<file path="src/core/synth_audio_pkg.sv">
// constants and types shared by the serial audio output block and its sample FIFO
//
// Function
// one bit clock and one word clock time both main and effects data outputs
// a format select input picks one of two word clock formats
// format 0: 16/18/20 bit words by slot count; format 1: always 16 bits
// each frame holds exactly two bit clock periods per synthesis slot in use
// bit positions past the word width are sent as zeros
// left MSB goes out in slot 0, right MSB in slot 8
// extra slot numbers are inserted in pairs after slot 7 and after slot 15
// the slot count is always even so left and right padding match
// the divided clock output runs at a quarter of the oscillator rate
// the divided clock output stays low while reset is applied
// each gated clock pulse has the oscillator period
// below 32 slots the gated clock runs only in the first 16 slot periods
// with 32 slots the gated clock runs in all 32 slot periods
// a slot period is 68 cycles: 64 gated on, then 4 held off
// the gated clock keeps running while reset is applied
// the controller holds reset until the oscillator has settled
// apart from the gated clock everything stays idle during reset
// word clock has one level for the left half, the other for the right
// data goes MSB first, changes on the falling bit clock edge, sampled on rising
// one bit period is half a slot period, 34 oscillator cycles
package synth_audio_pkg;

   // ****************************************
   // timing
   // ****************************************
   localparam int OSC_HZ = 50_000_000;
   localparam int SLOT_CYCLES = 68;
   localparam int GATE_ON_CYCLES = 64;
   localparam int GATE_OFF_CYCLES = SLOT_CYCLES - GATE_ON_CYCLES;
   localparam int BIT_CYCLES = SLOT_CYCLES / 2;
   localparam int HALF_BIT_CYCLES = BIT_CYCLES / 2;

   // ****************************************
   // frame layout
   // ****************************************
   localparam int MIN_SLOTS = 16;
   localparam int MAX_SLOTS = 32;
   localparam int GATED_SLOTS = 16;
   localparam int RIGHT_MSB_SLOT = 8;
   localparam int LEFT_EXTRA_BASE = 16;
   localparam int RIGHT_EXTRA_BASE = 24;
   localparam int WORD_W_STD = 16;
   localparam int WORD_W_MID = 18;
   localparam int WORD_W_MAX = 20;
   localparam int SAMPLE_W_DEF = 20;
   localparam int FIFO_DEPTH_DEF = 8;
   localparam int CHANNELS = 4;

   typedef logic [6:0] cyc_t;
   typedef logic [4:0] pos_t;
   typedef logic [5:0] cnt_t;

   localparam cyc_t SLOT_LAST = cyc_t'(SLOT_CYCLES - 1);
   localparam cyc_t GATE_ON_C = cyc_t'(GATE_ON_CYCLES);
   localparam cyc_t BIT_C = cyc_t'(BIT_CYCLES);
   localparam cyc_t HALF_BIT_C = cyc_t'(HALF_BIT_CYCLES);
   localparam cnt_t MIN_SLOTS_C = cnt_t'(MIN_SLOTS);
   localparam cnt_t MAX_SLOTS_C = cnt_t'(MAX_SLOTS);
   localparam cnt_t SLOTS_RESET = MIN_SLOTS_C;

endpackage : synth_audio_pkg

</file>
<file path="src/core/sample_fifo_if.sv">
// interface carrying the sample stream between the output block and its FIFO
`timescale 1ns/1ps
`default_nettype none
interface sample_fifo_if #(parameter int WIDTH = 80);
   logic push_valid;
   logic push_ready;
   logic [WIDTH-1:0] push_data;
   logic pop_valid;
   logic pop_ready;
   logic [WIDTH-1:0] pop_data;

   // fifo side
   modport store (input push_valid, input push_data, output push_ready,
                  output pop_valid, output pop_data, input pop_ready);
   // block side
   modport user (output push_valid, output push_data, input push_ready,
                 input pop_valid, input pop_data, output pop_ready);
endinterface : sample_fifo_if
`default_nettype wire

</file>
<file path="src/core/sample_fifo.sv">
// synchronous FIFO holding queued stereo sample sets ahead of the serialiser
`timescale 1ns/1ps
`default_nettype none
module sample_fifo
   import synth_audio_pkg::*;
#(
   parameter int WIDTH = 80,
   parameter int DEPTH = FIFO_DEPTH_DEF
) (
   // clock and reset
   input wire logic clk_in,
   input wire logic srst_in,
   // stream ports
   sample_fifo_if.store q
);
   localparam int AW = $clog2(DEPTH);

   // ****************************************
   // elaboration checks
   // ****************************************
   if (DEPTH < 2 || (1 << AW) != DEPTH) begin : g_bad_depth
      $error("fifo depth must be a power of two of at least 2");
   end

   typedef struct packed {
      logic [AW:0] wr;
      logic [AW:0] rd;
   } fifo_state_s;

   fifo_state_s st_ff;
   fifo_state_s nxt_st;
   logic [WIDTH-1:0] mem [DEPTH];
   logic full;
   logic empty;
   logic do_push;
   logic do_pop;

   // flags from the extra pointer bit; full stalls the writer
   assign empty = (st_ff.wr == st_ff.rd);
   assign full = (st_ff.wr[AW] != st_ff.rd[AW]) && (st_ff.wr[AW-1:0] == st_ff.rd[AW-1:0]);
   assign q.push_ready = !full;
   assign q.pop_valid = !empty;
   assign q.pop_data = mem[st_ff.rd[AW-1:0]];
   assign do_push = q.push_valid && !full;
   assign do_pop = q.pop_ready && !empty;

   // pointer update
   always_comb begin
      nxt_st = st_ff;
      if (do_push) begin
         nxt_st.wr = st_ff.wr + 1'b1;
      end
      if (do_pop) begin
         nxt_st.rd = st_ff.rd + 1'b1;
      end
   end

   always_ff @(posedge clk_in) begin
      if (srst_in) begin
         st_ff <= '0;
      end else begin
         st_ff <= nxt_st;
      end
   end

   // storage has no reset; only written entries are ever read
   always_ff @(posedge clk_in) begin
      if (do_push) begin
         mem[st_ff.wr[AW-1:0]] <= q.push_data;
      end
   end
endmodule : sample_fifo
`default_nettype wire

</file>
<file path="src/core/synth_serial_audio_out.sv">
// serial audio output, word and bit clocks, quarter rate clock and gated effects clock
`timescale 1ns/1ps
`default_nettype none
module synth_serial_audio_out
   import synth_audio_pkg::*;
#(
   parameter int SAMPLE_W = SAMPLE_W_DEF,
   parameter int FIFO_DEPTH = FIFO_DEPTH_DEF
) (
   // clock and reset
   input wire logic REF_CLK_IN,
   input wire logic SRST_IN,
   // configuration
   input wire logic SERIAL_FORMAT_SELECT_IN,
   input wire logic [5:0] SLOT_COUNT_IN,
   // sample stream, one set of four channels per frame
   input wire logic SAMPLE_VALID_IN,
   output logic SAMPLE_READY_OUT,
   input wire logic [SAMPLE_W-1:0] MAIN_LEFT_IN,
   input wire logic [SAMPLE_W-1:0] MAIN_RIGHT_IN,
   input wire logic [SAMPLE_W-1:0] EFFECTS_LEFT_IN,
   input wire logic [SAMPLE_W-1:0] EFFECTS_RIGHT_IN,
   // serial link
   output logic SERIAL_BIT_CLOCK_OUT,
   output logic LR_WORD_CLOCK_OUT,
   output logic MAIN_AUDIO_OUT,
   output logic EFFECTS_AUDIO_OUT,
   // clock outputs and status
   output logic QUARTER_RATE_CLOCK_OUT,
   output logic GATED_EFFECTS_CLOCK_OUT,
   output logic [4:0] CURRENT_SLOT_OUT
);
   localparam int SET_W = CHANNELS * SAMPLE_W;
   // the longest frame fits this counter; the counter only feeds the frame length check
   localparam int FRAME_CNT_W = $clog2(MAX_SLOTS * SLOT_CYCLES + 1);
   // bit clock rise after a bit starts, held here so the property delay is a local constant
   localparam int HALF_BIT_DLY = HALF_BIT_CYCLES;

   // ****************************************
   // elaboration checks
   // ****************************************
   if (SAMPLE_W < WORD_W_MAX) begin : g_bad_width
      $error("sample width must cover the widest serial word");
   end
   if (FIFO_DEPTH < 2) begin : g_bad_fifo_depth
      $error("at least two sample sets must queue ahead of the serialiser");
   end

   typedef struct packed {
      logic in_reset;
      logic fmt;
      cyc_t cyc;
      pos_t pos;
      cnt_t slots;
      logic [SET_W-1:0] cur;
      logic [1:0] div;
      logic gate;
      logic bclk;
      logic lr;
      logic main;
      logic fx;
      pos_t slot_no;
      logic [FRAME_CNT_W-1:0] fcnt;
   } out_state_s;

   localparam out_state_s RESET_ST = '{in_reset: 1'b1, fmt: 1'b0, cyc: '0, pos: '0, slots: SLOTS_RESET,
      cur: '0, div: '0, gate: 1'b1, bclk: 1'b0, lr: 1'b0, main: 1'b0, fx: 1'b0, slot_no: '0, fcnt: '0};

   out_state_s st_ff;
   out_state_s nxt_st;
   logic frame_start;
   cnt_t nxt_fbit;
   cnt_t nxt_early;
   cyc_t nxt_phase;

   sample_fifo_if #(.WIDTH(SET_W)) fq ();

   // ****************************************
   // helper functions
   // ****************************************

   // out-of-range counts are clamped and an odd count is rounded down
   function automatic cnt_t clamp_slots(input logic [5:0] req);
      if (req < MIN_SLOTS_C) begin
         return MIN_SLOTS_C;
      end
      if (req > MAX_SLOTS_C) begin
         return MAX_SLOTS_C;
      end
      return {req[5:1], 1'b0};
   endfunction : clamp_slots

   function automatic cnt_t word_width(input logic fmt, input cnt_t n);
      if (fmt || n == cnt_t'(WORD_W_STD)) begin
         return cnt_t'(WORD_W_STD);
      end
      if (n == cnt_t'(WORD_W_MID)) begin
         return cnt_t'(WORD_W_MID);
      end
      return cnt_t'(WORD_W_MAX);
   endfunction : word_width

   // bit index across the frame: two bits per slot
   function automatic cnt_t frame_bit(input cyc_t c, input pos_t p);
      return cnt_t'({p, 1'b0}) + cnt_t'(c >= BIT_C);
   endfunction : frame_bit

   // bit of one channel pair for a frame bit position, msb first, zero padded
   function automatic logic serial_bit(input logic [SAMPLE_W-1:0] l, input logic [SAMPLE_W-1:0] r,
                                       input cnt_t fb, input cnt_t n, input logic fmt);
      logic half;
      cnt_t idx;
      logic [SAMPLE_W-1:0] s;
      half = (fb >= n);
      idx = half ? cnt_t'(fb - n) : fb;
      s = half ? r : l;
      if (idx < word_width(fmt, n)) begin
         return s[SAMPLE_W-1-int'(idx)];
      end
      return 1'b0;
   endfunction : serial_bit

   // printed slot number for a position: extra pairs follow slot 7 and slot 15
   function automatic pos_t slot_label(input pos_t p, input cnt_t n);
      int extra;
      int pi;
      extra = (int'(n) - MIN_SLOTS) / 2;
      pi = int'(p);
      if (pi < RIGHT_MSB_SLOT) begin
         return p;
      end
      if (pi < RIGHT_MSB_SLOT + extra) begin
         return pos_t'(LEFT_EXTRA_BASE + pi - RIGHT_MSB_SLOT);
      end
      if (pi < MIN_SLOTS + extra) begin
         return pos_t'(pi - extra);
      end
      return pos_t'(RIGHT_EXTRA_BASE + pi - MIN_SLOTS - extra);
   endfunction : slot_label

   function automatic logic gate_on(input cyc_t c, input pos_t p, input cnt_t n);
      return (c < GATE_ON_C) && (n == MAX_SLOTS_C || p < pos_t'(GATED_SLOTS));
   endfunction : gate_on

   // ****************************************
   // sample buffer
   // ****************************************
   assign fq.push_valid = SAMPLE_VALID_IN;
   assign fq.push_data = {MAIN_LEFT_IN, MAIN_RIGHT_IN, EFFECTS_LEFT_IN, EFFECTS_RIGHT_IN};
   assign SAMPLE_READY_OUT = fq.push_ready;
   assign fq.pop_ready = frame_start && !SRST_IN;

   sample_fifo #(.WIDTH(SET_W), .DEPTH(FIFO_DEPTH)) u_fifo (
      .clk_in(REF_CLK_IN),
      .srst_in(SRST_IN),
      .q(fq.store)
   );

   // ****************************************
   // frame timing and serialiser
   // ****************************************

   // a new frame begins after the last cycle of the last slot, or on reset release
   assign frame_start = st_ff.in_reset || (st_ff.cyc == SLOT_LAST && st_ff.pos == pos_t'(st_ff.slots - 1'b1));

   // every output but ready and the gated clock is computed for the coming cycle so that it leaves a flop
   always_comb begin
      nxt_st = st_ff;
      nxt_st.in_reset = 1'b0;
      nxt_st.div = st_ff.div + 2'b01;
      // free count of cycles since the frame began, independent of the slot position
      nxt_st.fcnt = st_ff.fcnt + 1'b1;
      if (frame_start) begin
         // slot count and format only change on a frame boundary, so a frame is never torn
         nxt_st.cyc = '0;
         nxt_st.pos = '0;
         nxt_st.fcnt = '0;
         nxt_st.slots = clamp_slots(SLOT_COUNT_IN);
         nxt_st.fmt = SERIAL_FORMAT_SELECT_IN;
         // an empty queue sends silence rather than repeating stale data
         nxt_st.cur = fq.pop_valid ? fq.pop_data : '0;
      end else if (st_ff.cyc == SLOT_LAST) begin
         nxt_st.cyc = '0;
         nxt_st.pos = st_ff.pos + 1'b1;
      end else begin
         nxt_st.cyc = st_ff.cyc + 1'b1;
      end
      nxt_fbit = frame_bit(nxt_st.cyc, nxt_st.pos);
      nxt_early = (nxt_fbit == cnt_t'({nxt_st.slots, 1'b0} - 1'b1)) ? '0 : cnt_t'(nxt_fbit + 1'b1);
      nxt_phase = (nxt_st.cyc >= BIT_C) ? cyc_t'(nxt_st.cyc - BIT_C) : nxt_st.cyc;
      nxt_st.bclk = (nxt_phase >= HALF_BIT_C);
      // format 0 leads the channel change by one bit, format 1 aligns it with the msb
      nxt_st.lr = nxt_st.fmt ? (nxt_fbit >= nxt_st.slots) : (nxt_early >= nxt_st.slots);
      nxt_st.main = serial_bit(nxt_st.cur[4*SAMPLE_W-1 -: SAMPLE_W], nxt_st.cur[3*SAMPLE_W-1 -: SAMPLE_W],
                               nxt_fbit, nxt_st.slots, nxt_st.fmt);
      nxt_st.fx = serial_bit(nxt_st.cur[2*SAMPLE_W-1 -: SAMPLE_W], nxt_st.cur[SAMPLE_W-1:0],
                             nxt_fbit, nxt_st.slots, nxt_st.fmt);
      nxt_st.gate = gate_on(nxt_st.cyc, nxt_st.pos, nxt_st.slots);
      nxt_st.slot_no = slot_label(nxt_st.pos, nxt_st.slots);
      if (SRST_IN) begin
         nxt_st = RESET_ST;
      end
   end

   always_ff @(posedge REF_CLK_IN) begin
      st_ff <= nxt_st;
   end

   // ****************************************
   // outputs
   // ****************************************
   assign SERIAL_BIT_CLOCK_OUT = st_ff.bclk;
   assign LR_WORD_CLOCK_OUT = st_ff.lr;
   assign MAIN_AUDIO_OUT = st_ff.main;
   assign EFFECTS_AUDIO_OUT = st_ff.fx;
   assign QUARTER_RATE_CLOCK_OUT = st_ff.div[1];
   assign CURRENT_SLOT_OUT = st_ff.slot_no;
   // the gate flop changes on the rising edge, so pulses taken in the low half cannot glitch
   assign GATED_EFFECTS_CLOCK_OUT = st_ff.gate & ~REF_CLK_IN;
endmodule : synth_serial_audio_out
`default_nettype wire
</file>
<file path="config.mk">
export PLATFORM = sky130hd
export DESIGN_NAME = synth_serial_audio_out
export DESIGN_NICKNAME = d
export VERILOG_FILES = /design/src/core/synth_audio_pkg.sv /design/src/core/sample_fifo_if.sv /design/src/core/sample_fifo.sv /design/src/core/synth_serial_audio_out.sv
export SDC_FILE = /design/constraint.sdc
export NUM_CORES = 1
export LEC_CHECK = 0
export BUFFER_PORTS_ARGS = -buffer_cell sky130_fd_sc_hd__buf_2
export CAP_MARGIN = 20
export CORE_ASPECT_RATIO = 0.5
export CORE_UTILIZATION = 40
export DETAILED_ROUTE_END_ITERATION = 6
export HOLD_SLACK_MARGIN = 0.08
export SLEW_MARGIN = 10
export SYNTH_ARGS = -nofsm -noshare
export SYNTH_HDL_FRONTEND = slang
export SYNTH_HIERARCHICAL = 1
export SYNTH_SLANG_ARGS = --single-unit
</file>
<file path="constraint.sdc">
create_clock -name REF_CLK_IN -period 14 [get_ports REF_CLK_IN]
set_input_delay 0 -clock REF_CLK_IN [delete_from_list [all_inputs] [get_ports REF_CLK_IN]]
set_output_delay 0 -clock REF_CLK_IN [all_outputs]
set_load 0.05 [all_outputs]
</file>
==> results.toml, run 1 <==
[routing]
wire_per_inst_um = 22.2
drc = 0
vias = 18600
first_pass_iters = 7
drt-total-wl_mm = 75.6
ant_nets = 0
routed_via_density = 5.46
drt_iter0_drc = 1524

[global_route]
grt_pass1_wl_mm = 115
busiest_layer = "met2"
grt_use_met3_pct = 3.46
grt_use_total_pct = 18.5
gr-usage-met2_pct = 29.5
grt-ovfl-total = 0
grt_pass1_vias = 18800
grt_max_degree = 76
antenna_found_initial = 2
use_met1_pct = 26.3

[layout]
finalNetCount = 2405
layout_commonest_cell = "edfxtp_1"
drive_gt1_share_pct = 23.2
syn2layout_area_growth_pct = 16.7
final_cell_mix = "640 x edfxtp_1, 163 x mux4_2, 143 x dlygate4sd3_1"

[logic_synthesis]
synthMuxAreaShare_pct = 15.4
synth_cell_types = 93
syn-mean-instance-area_um2 = 16.1
synth_top_area_share_pct = 58.8
synth_xor_area_share_pct = 1.45
synth-seq-cells = 763
ys.flop_type = "edfxtp_1"
synth_top_area_cell = "edfxtp_1"
synth_compound_area_share_pct = 5.18
synth-adder-area-share_pct = 2.36
synth_edf_count = 640
ys_top_cells_by_area = "edfxtp_1 59%, mux4_2 11%, dfxtp_1 7.5%"
synth-warning-count = 6
yosysSeqAreaShare_pct = 66.3
synth_top_family_by_area = "multiplexers"
synthesis.area_um2 = 32700
ys_async_sr_fraction_pct = 0
synth_nets = 2174
synth_cells = 2026
yosys.area_share.simple_pct = 6.88

[worst_setup_path]
max_stage_delay_ns = 0.72
worst-path-max-fanout = 27
r2r_end = "CURRENT_SLOT_OUT[3]"
cp_common_cell = "ha_1"
critical_path_class = "register to register"
cp_data_arrival_time_ns = 9.38
regToRegSetupSlack_ns = 5.26
crit_path_end_kind = "register"
required_ns = 14.64
r2r_cells = 26
worstReg2RegStart = "st_ff[115]"
crit_slowest_cell = "a2111oi_0"
critPathLaunchType = "register"

[placement]
gp_congestion = 0.859
dp_hpwl_mm = 43.9
dp_slack_ns = 5.32
io_buffers = 100

[die]
io_pins = 102
die_x_um = 406
start_util_pct = 40.8
dieArea_um2 = 83000
core_um2 = 80200
die-height_um = 204
rows = 73

[timing]
finalHoldViolations = 0
setup_viol = 0
fmax_mhz = 114
worst_slew_pin_slew_ns = 1.06
fin_skew_ns = 0.0256
rsz0062_at_grt = "no"
setup_ws_ns = 5.26
drv_slew = 0
fin_crit_sh_pct = 62.4
slew_headroom_pct = 29.4
setup_tns_ns = 0
fin_crit_ns = 8.74

[clock_tree]
cts_tree = "yes"
worstSkewPairLatency_ns = 0.75
path_clk_slew_ns = 0.06
cts.repair.resized = 0

[run_status]
outcome = "finished, final reports clean"

[hold_path]
hold_start = "MAIN_LEFT_IN[7]"
hold_class = "primary input to register"
hold_depth = 2
worstHoldEndpoint = "u_fifo/mem[5][67]"

[power_and_ir_drop]
peakVddDrop_v = 0.0000759
p_leak_uw = 0.0126
power_density_nw_per_um2 = 132

[flow_run]
cap_violations = 0
==> routing by layer <==
metal	wire length [um]	share of wire (%)
met3	3820	5.1
met5	10	0.013
met2	35800	47
met1	34500	46
met4	1490	2.0
==> sequential cells by signal, summed over array words and instances, names as in the netlist, named ones only <==
register                cells
u_fifo/mem                640
SERIAL_BIT_CLOCK_OUT        1
QUARTER_RATE_CLOCK_OUT      1
MAIN_AUDIO_OUT              1
CURRENT_SLOT_OUT            5
st_ff                     102
u_fifo/st_ff                8
EFFECTS_AUDIO_OUT           1
LR_WORD_CLOCK_OUT           1
==> worst max-delay path: cells and delay by family, from the launching register on <==
kind / cells / cell delay [ns]
simple gates: 12 / 3.52
compound gates: 7 / 2.37
fa+ha+maj: 5 / 1.90
flops: 1 / 0.44
buf+inv: 2 / 0.39
==> power by group <==
| part | internal (uW) | leakage (uW) | switching, uW | total, uW |
|---|---|---|---|---|
| clock | 1160 | 0.00120 | 867 | 2030 |
| sequential | 2530 | 0.00682 | 26.0 | 2550 |
| combinational | 193 | 0.00463 | 251 | 444 |
==> kinds of logic (layout without fill, tap and decap cells) <==
kind of cell             after synthesis  count (layout)
flip-flops                           763             763
AND/OR/NAND/NOR                      441             441
multiplexers                         288             288
AO/OA/AOI/OAI                        259             259
buffers and inverters                163             453
adder cells (fa/ha/maj)               58              58
XOR/XNOR                              54              54
other                                  0               1
==> worst max path at each step <==
stage                    startpoint             endpoint  cells after the start
finish                   st_ff[115]  CURRENT_SLOT_OUT[3]                     26
global route             st_ff[115]  CURRENT_SLOT_OUT[3]                     26
CTS                      st_ff[115]  CURRENT_SLOT_OUT[3]                     26
detailed placement       st_ff[115]  CURRENT_SLOT_OUT[3]                     26
global placement         st_ff[115]  CURRENT_SLOT_OUT[3]                     26
floorplan           u_fifo/st_ff[5]     u_fifo/mem[5][0]                      4
==> cell type report <==
cell class	instances	area [um2]
tap	1087	1360
fill	6894	42100
inverter	36	135
multi-input combinational	1100	10300
clock inverter	39	419
antenna	1	2.50
timing repair buffer	280	2210
clock buffer	98	2030
sequential	763	21700
==> synthesized netlist by cell type, drive strengths merged, types with 8 or more instances <==
cell type and instances:
a21oi 120, clkbuf 66, xor2 24, edfxtp 640, nor4 13, nand3 82, dfxtp 123, a211oi 10
mux2i 34, o211ai 11, o21ai 27, a311oi 8, nand4 12, buf 61, nor2b 12, and3 28
inv 36, nor2 99, mux4 163, nor3b 8, or3 8, nor3 21, nand2 101, a31oi 13
ha 52, xnor2 30, nand2b 13, mux2 91
==> per-stage QoR <==
step	utilization, %	hold slack, ns	cell area, um2	power (uW)	instances
CTS	47.5	0.0819	38100	5070	3401
global placement	42.7	0.214	34300	3020	3124
global route	47.6	0.0993	38100	5200	3403
finish	47.6	0.0906	38100	5020	3404
floorplan	-	0.0277	32700	2900	2026
detailed placement	42.7	0.214	34300	3030	3124
==> what timing repair did <==
action	4_1_cts	5_1_grt
hold buffers	141	2
setup buffers	0	0
endpoints found under the hold margin	688	2
endpoints found under the setup margin	0	0
(Power assumes the default switching activity.)
==> run 2, diff against run 1 <==
==> constraint.sdc (replaced) <==
create_clock -name REF_CLK_IN -period 7.8 [get_ports REF_CLK_IN]
set_input_delay 0 -clock REF_CLK_IN [delete_from_list [all_inputs] [get_ports REF_CLK_IN]]
set_output_delay 0 -clock REF_CLK_IN [all_outputs]
set_load 0.05 [all_outputs]
==> results.toml, run 2 (same netlist as run 1, synthesis figures left out) <==
[run_status]
outcome = "finished, final reports clean"

[routing]
drt_iter0_drc = 1704
vias = 18700
wire_per_inst_um = 22.5
drt-total-wl_mm = 77.0
first_pass_iters = 7
drc = 0
ant_nets = 0
routed_via_density = 5.46

[worst_setup_path]
worst-path-max-fanout = 12
cp_data_arrival_time_ns = 7.91
r2r_cells = 26
crit_path_start = "st_ff[115]"
critPathLaunchType = "register"
r2r_end = "CURRENT_SLOT_OUT[3]"
crit_path_end_kind = "register"
worstReg2RegStart = "st_ff[115]"
critical_path_class = "register to register"
required_ns = 8.46
regToRegSetupSlack_ns = 0.55

[clock_tree]
path_clk_slew_ns = 0.07
post_cts_buffers = 0
worstSkewPairLatency_ns = 0.74
cts_tree = "yes"

[layout]
largest_register_ffs = 640
layout_commonest_cell = "edfxtp_1"
final_cell_mix = "640 x edfxtp_1, 163 x mux4_2, 146 x dlygate4sd3_1"
drive_gt1_share_pct = 23.8
syn2layout_area_growth_pct = 17.0
stdcell_area_um2 = 38300
finalNetCount = 2423

[timing]
fin_crit_ns = 7.25
slew_headroom_pct = 34.0
drv_slew = 0
fin_crit_sh_pct = 92.9
rsz0062_at_grt = "no"
whs_ns = 0.0930
fin_skew_ns = 0.0264
finalHoldViolations = 0
setup_viol = 0
fmax_mhz = 138
worst_slew_pin_slew_ns = 0.990
setup_tns_ns = 0

[flow_run]
cap_violations = 0

[power_and_ir_drop]
peakVddDrop_v = 0.000141
power_density_nw_per_um2 = 234
pwr-share-comb_pct = 9.0
share_seq_of_total_power_pct = 51.2
p_sw_share_pct = 23.0
p_int_uw = 6900
p_leak_uw = 0.0127
power_switching_uw = 2060
pwr-share-clk_pct = 39.8

[placement]
gp_congestion = 0.878
placed_area_um2 = 34400
dp_hpwl_mm = 44.6
io_buffers = 100

[global_route]
grt_max_degree = 86
grt_pass1_vias = 19000
grt_pass1_wl_mm = 117
antenna_found_initial = 3
grt_use_total_pct = 18.9
grt-ovfl-total = 0

[die]
dieArea_um2 = 83000
io_pins = 102
rows = 73
die-height_um = 204
die_x_um = 406
core_um2 = 80200
start_util_pct = 40.8

[hold_path]
hold_start = "EFFECTS_LEFT_IN[13]"
hold_class = "primary input to register"
hold_depth = 2
worstHoldEndpoint = "u_fifo/mem[4][33]"
## run 2: repair_timing
action | 4_1_cts | 5_1_grt
endpoints found under the hold margin | 678 | 0
setup endpoints to repair | 0 | 5
resized for setup | 0 | 2
hold buffers | 146 | 0
## run 2: worst max-delay path by stage
| stage | slack, ns | to | cells past startpoint |
|---|---|---|---|
| after global routing | 0.03 | CURRENT_SLOT_OUT[3] | 26 |
| after floorplan | -2.05 | u_fifo/mem[5][0] | 4 |
| final | 0.55 | CURRENT_SLOT_OUT[3] | 26 |
| after global placement | 0.71 | CURRENT_SLOT_OUT[3] | 26 |
| after detailed placement | 0.59 | CURRENT_SLOT_OUT[2] | 26 |
| after CTS | 0.29 | CURRENT_SLOT_OUT[2] | 26 |
## run 2: final cells by class
cell class / instances / area, um2
Multi-Input combinational cell: 1100 / 10300
Sequential cell: 763 / 21700
Timing Repair Buffer: 297 / 2370
Clock inverter: 28 / 275
Fill cell: 6867 / 41900
Tap cell: 1087 / 1360
Inverter: 36 / 135
Clock buffer: 106 / 2120
Antenna cell: 2 / 5.00
## run 2: worst max-delay path, cell delays in order, from the launching register on
cell           delay, ns
dfxtp_1             0.45
ha_1                0.32
or4b_4              0.57
nor2_8              0.25
o2111ai_4           0.15
nand2_4             0.18
a31oi_1             0.10
dlygate4sd3_1       0.56
buf_4               0.17
inv_1               0.11
ha_1                0.29
ha_1                0.23
nand3b_1            0.10
nand2b_1            0.18
nor2_1              0.34
nand2_1             0.11
ha_1                0.41
nor2_2              0.37
nand4_1             0.28
nor4_1              0.30
o21ai_0             0.15
xor2_1              0.26
nand3_1             0.15
a211o_1             0.29
o41a_1              0.39
or2_1               0.28
o21ai_0             0.17
## run 2: power groups by stage
stage | clock, uW | sequential (uW) | combinational, uW
3_5_place_dp | 26.6 | 4670 | 752
5_1_grt | 3800 | 4590 | 880
6_report | 3560 | 4580 | 810
3_3_place_gp | 26.6 | 4670 | 748
4_1_cts | 3650 | 4580 | 818
2_1_floorplan | 22.2 | 4670 | 514
## run 2: layer usage
layer	vias up	part of all wire, %	track usage (%)
met3	99	4.8	3.31
met4	0	2.1	5.38
met1	9616	45	26.8
li1	8499	-	-
met5	-	0	0
met2	444	48	29.9
## run 2: through the flow
stage / util, % / std cells / setup WS (ns) / power, uW
final: 47.7 / 3419 / 0.553 / 8950
after global routing: 47.7 / 3419 / 0.0272 / 9270
after CTS: 47.7 / 3417 / 0.286 / 9050
after detailed placement: 42.9 / 3138 / 0.589 / 5450
after global placement: 42.9 / 3138 / 0.710 / 5440
after floorplan: - / 2026 / -2.05 / 5210
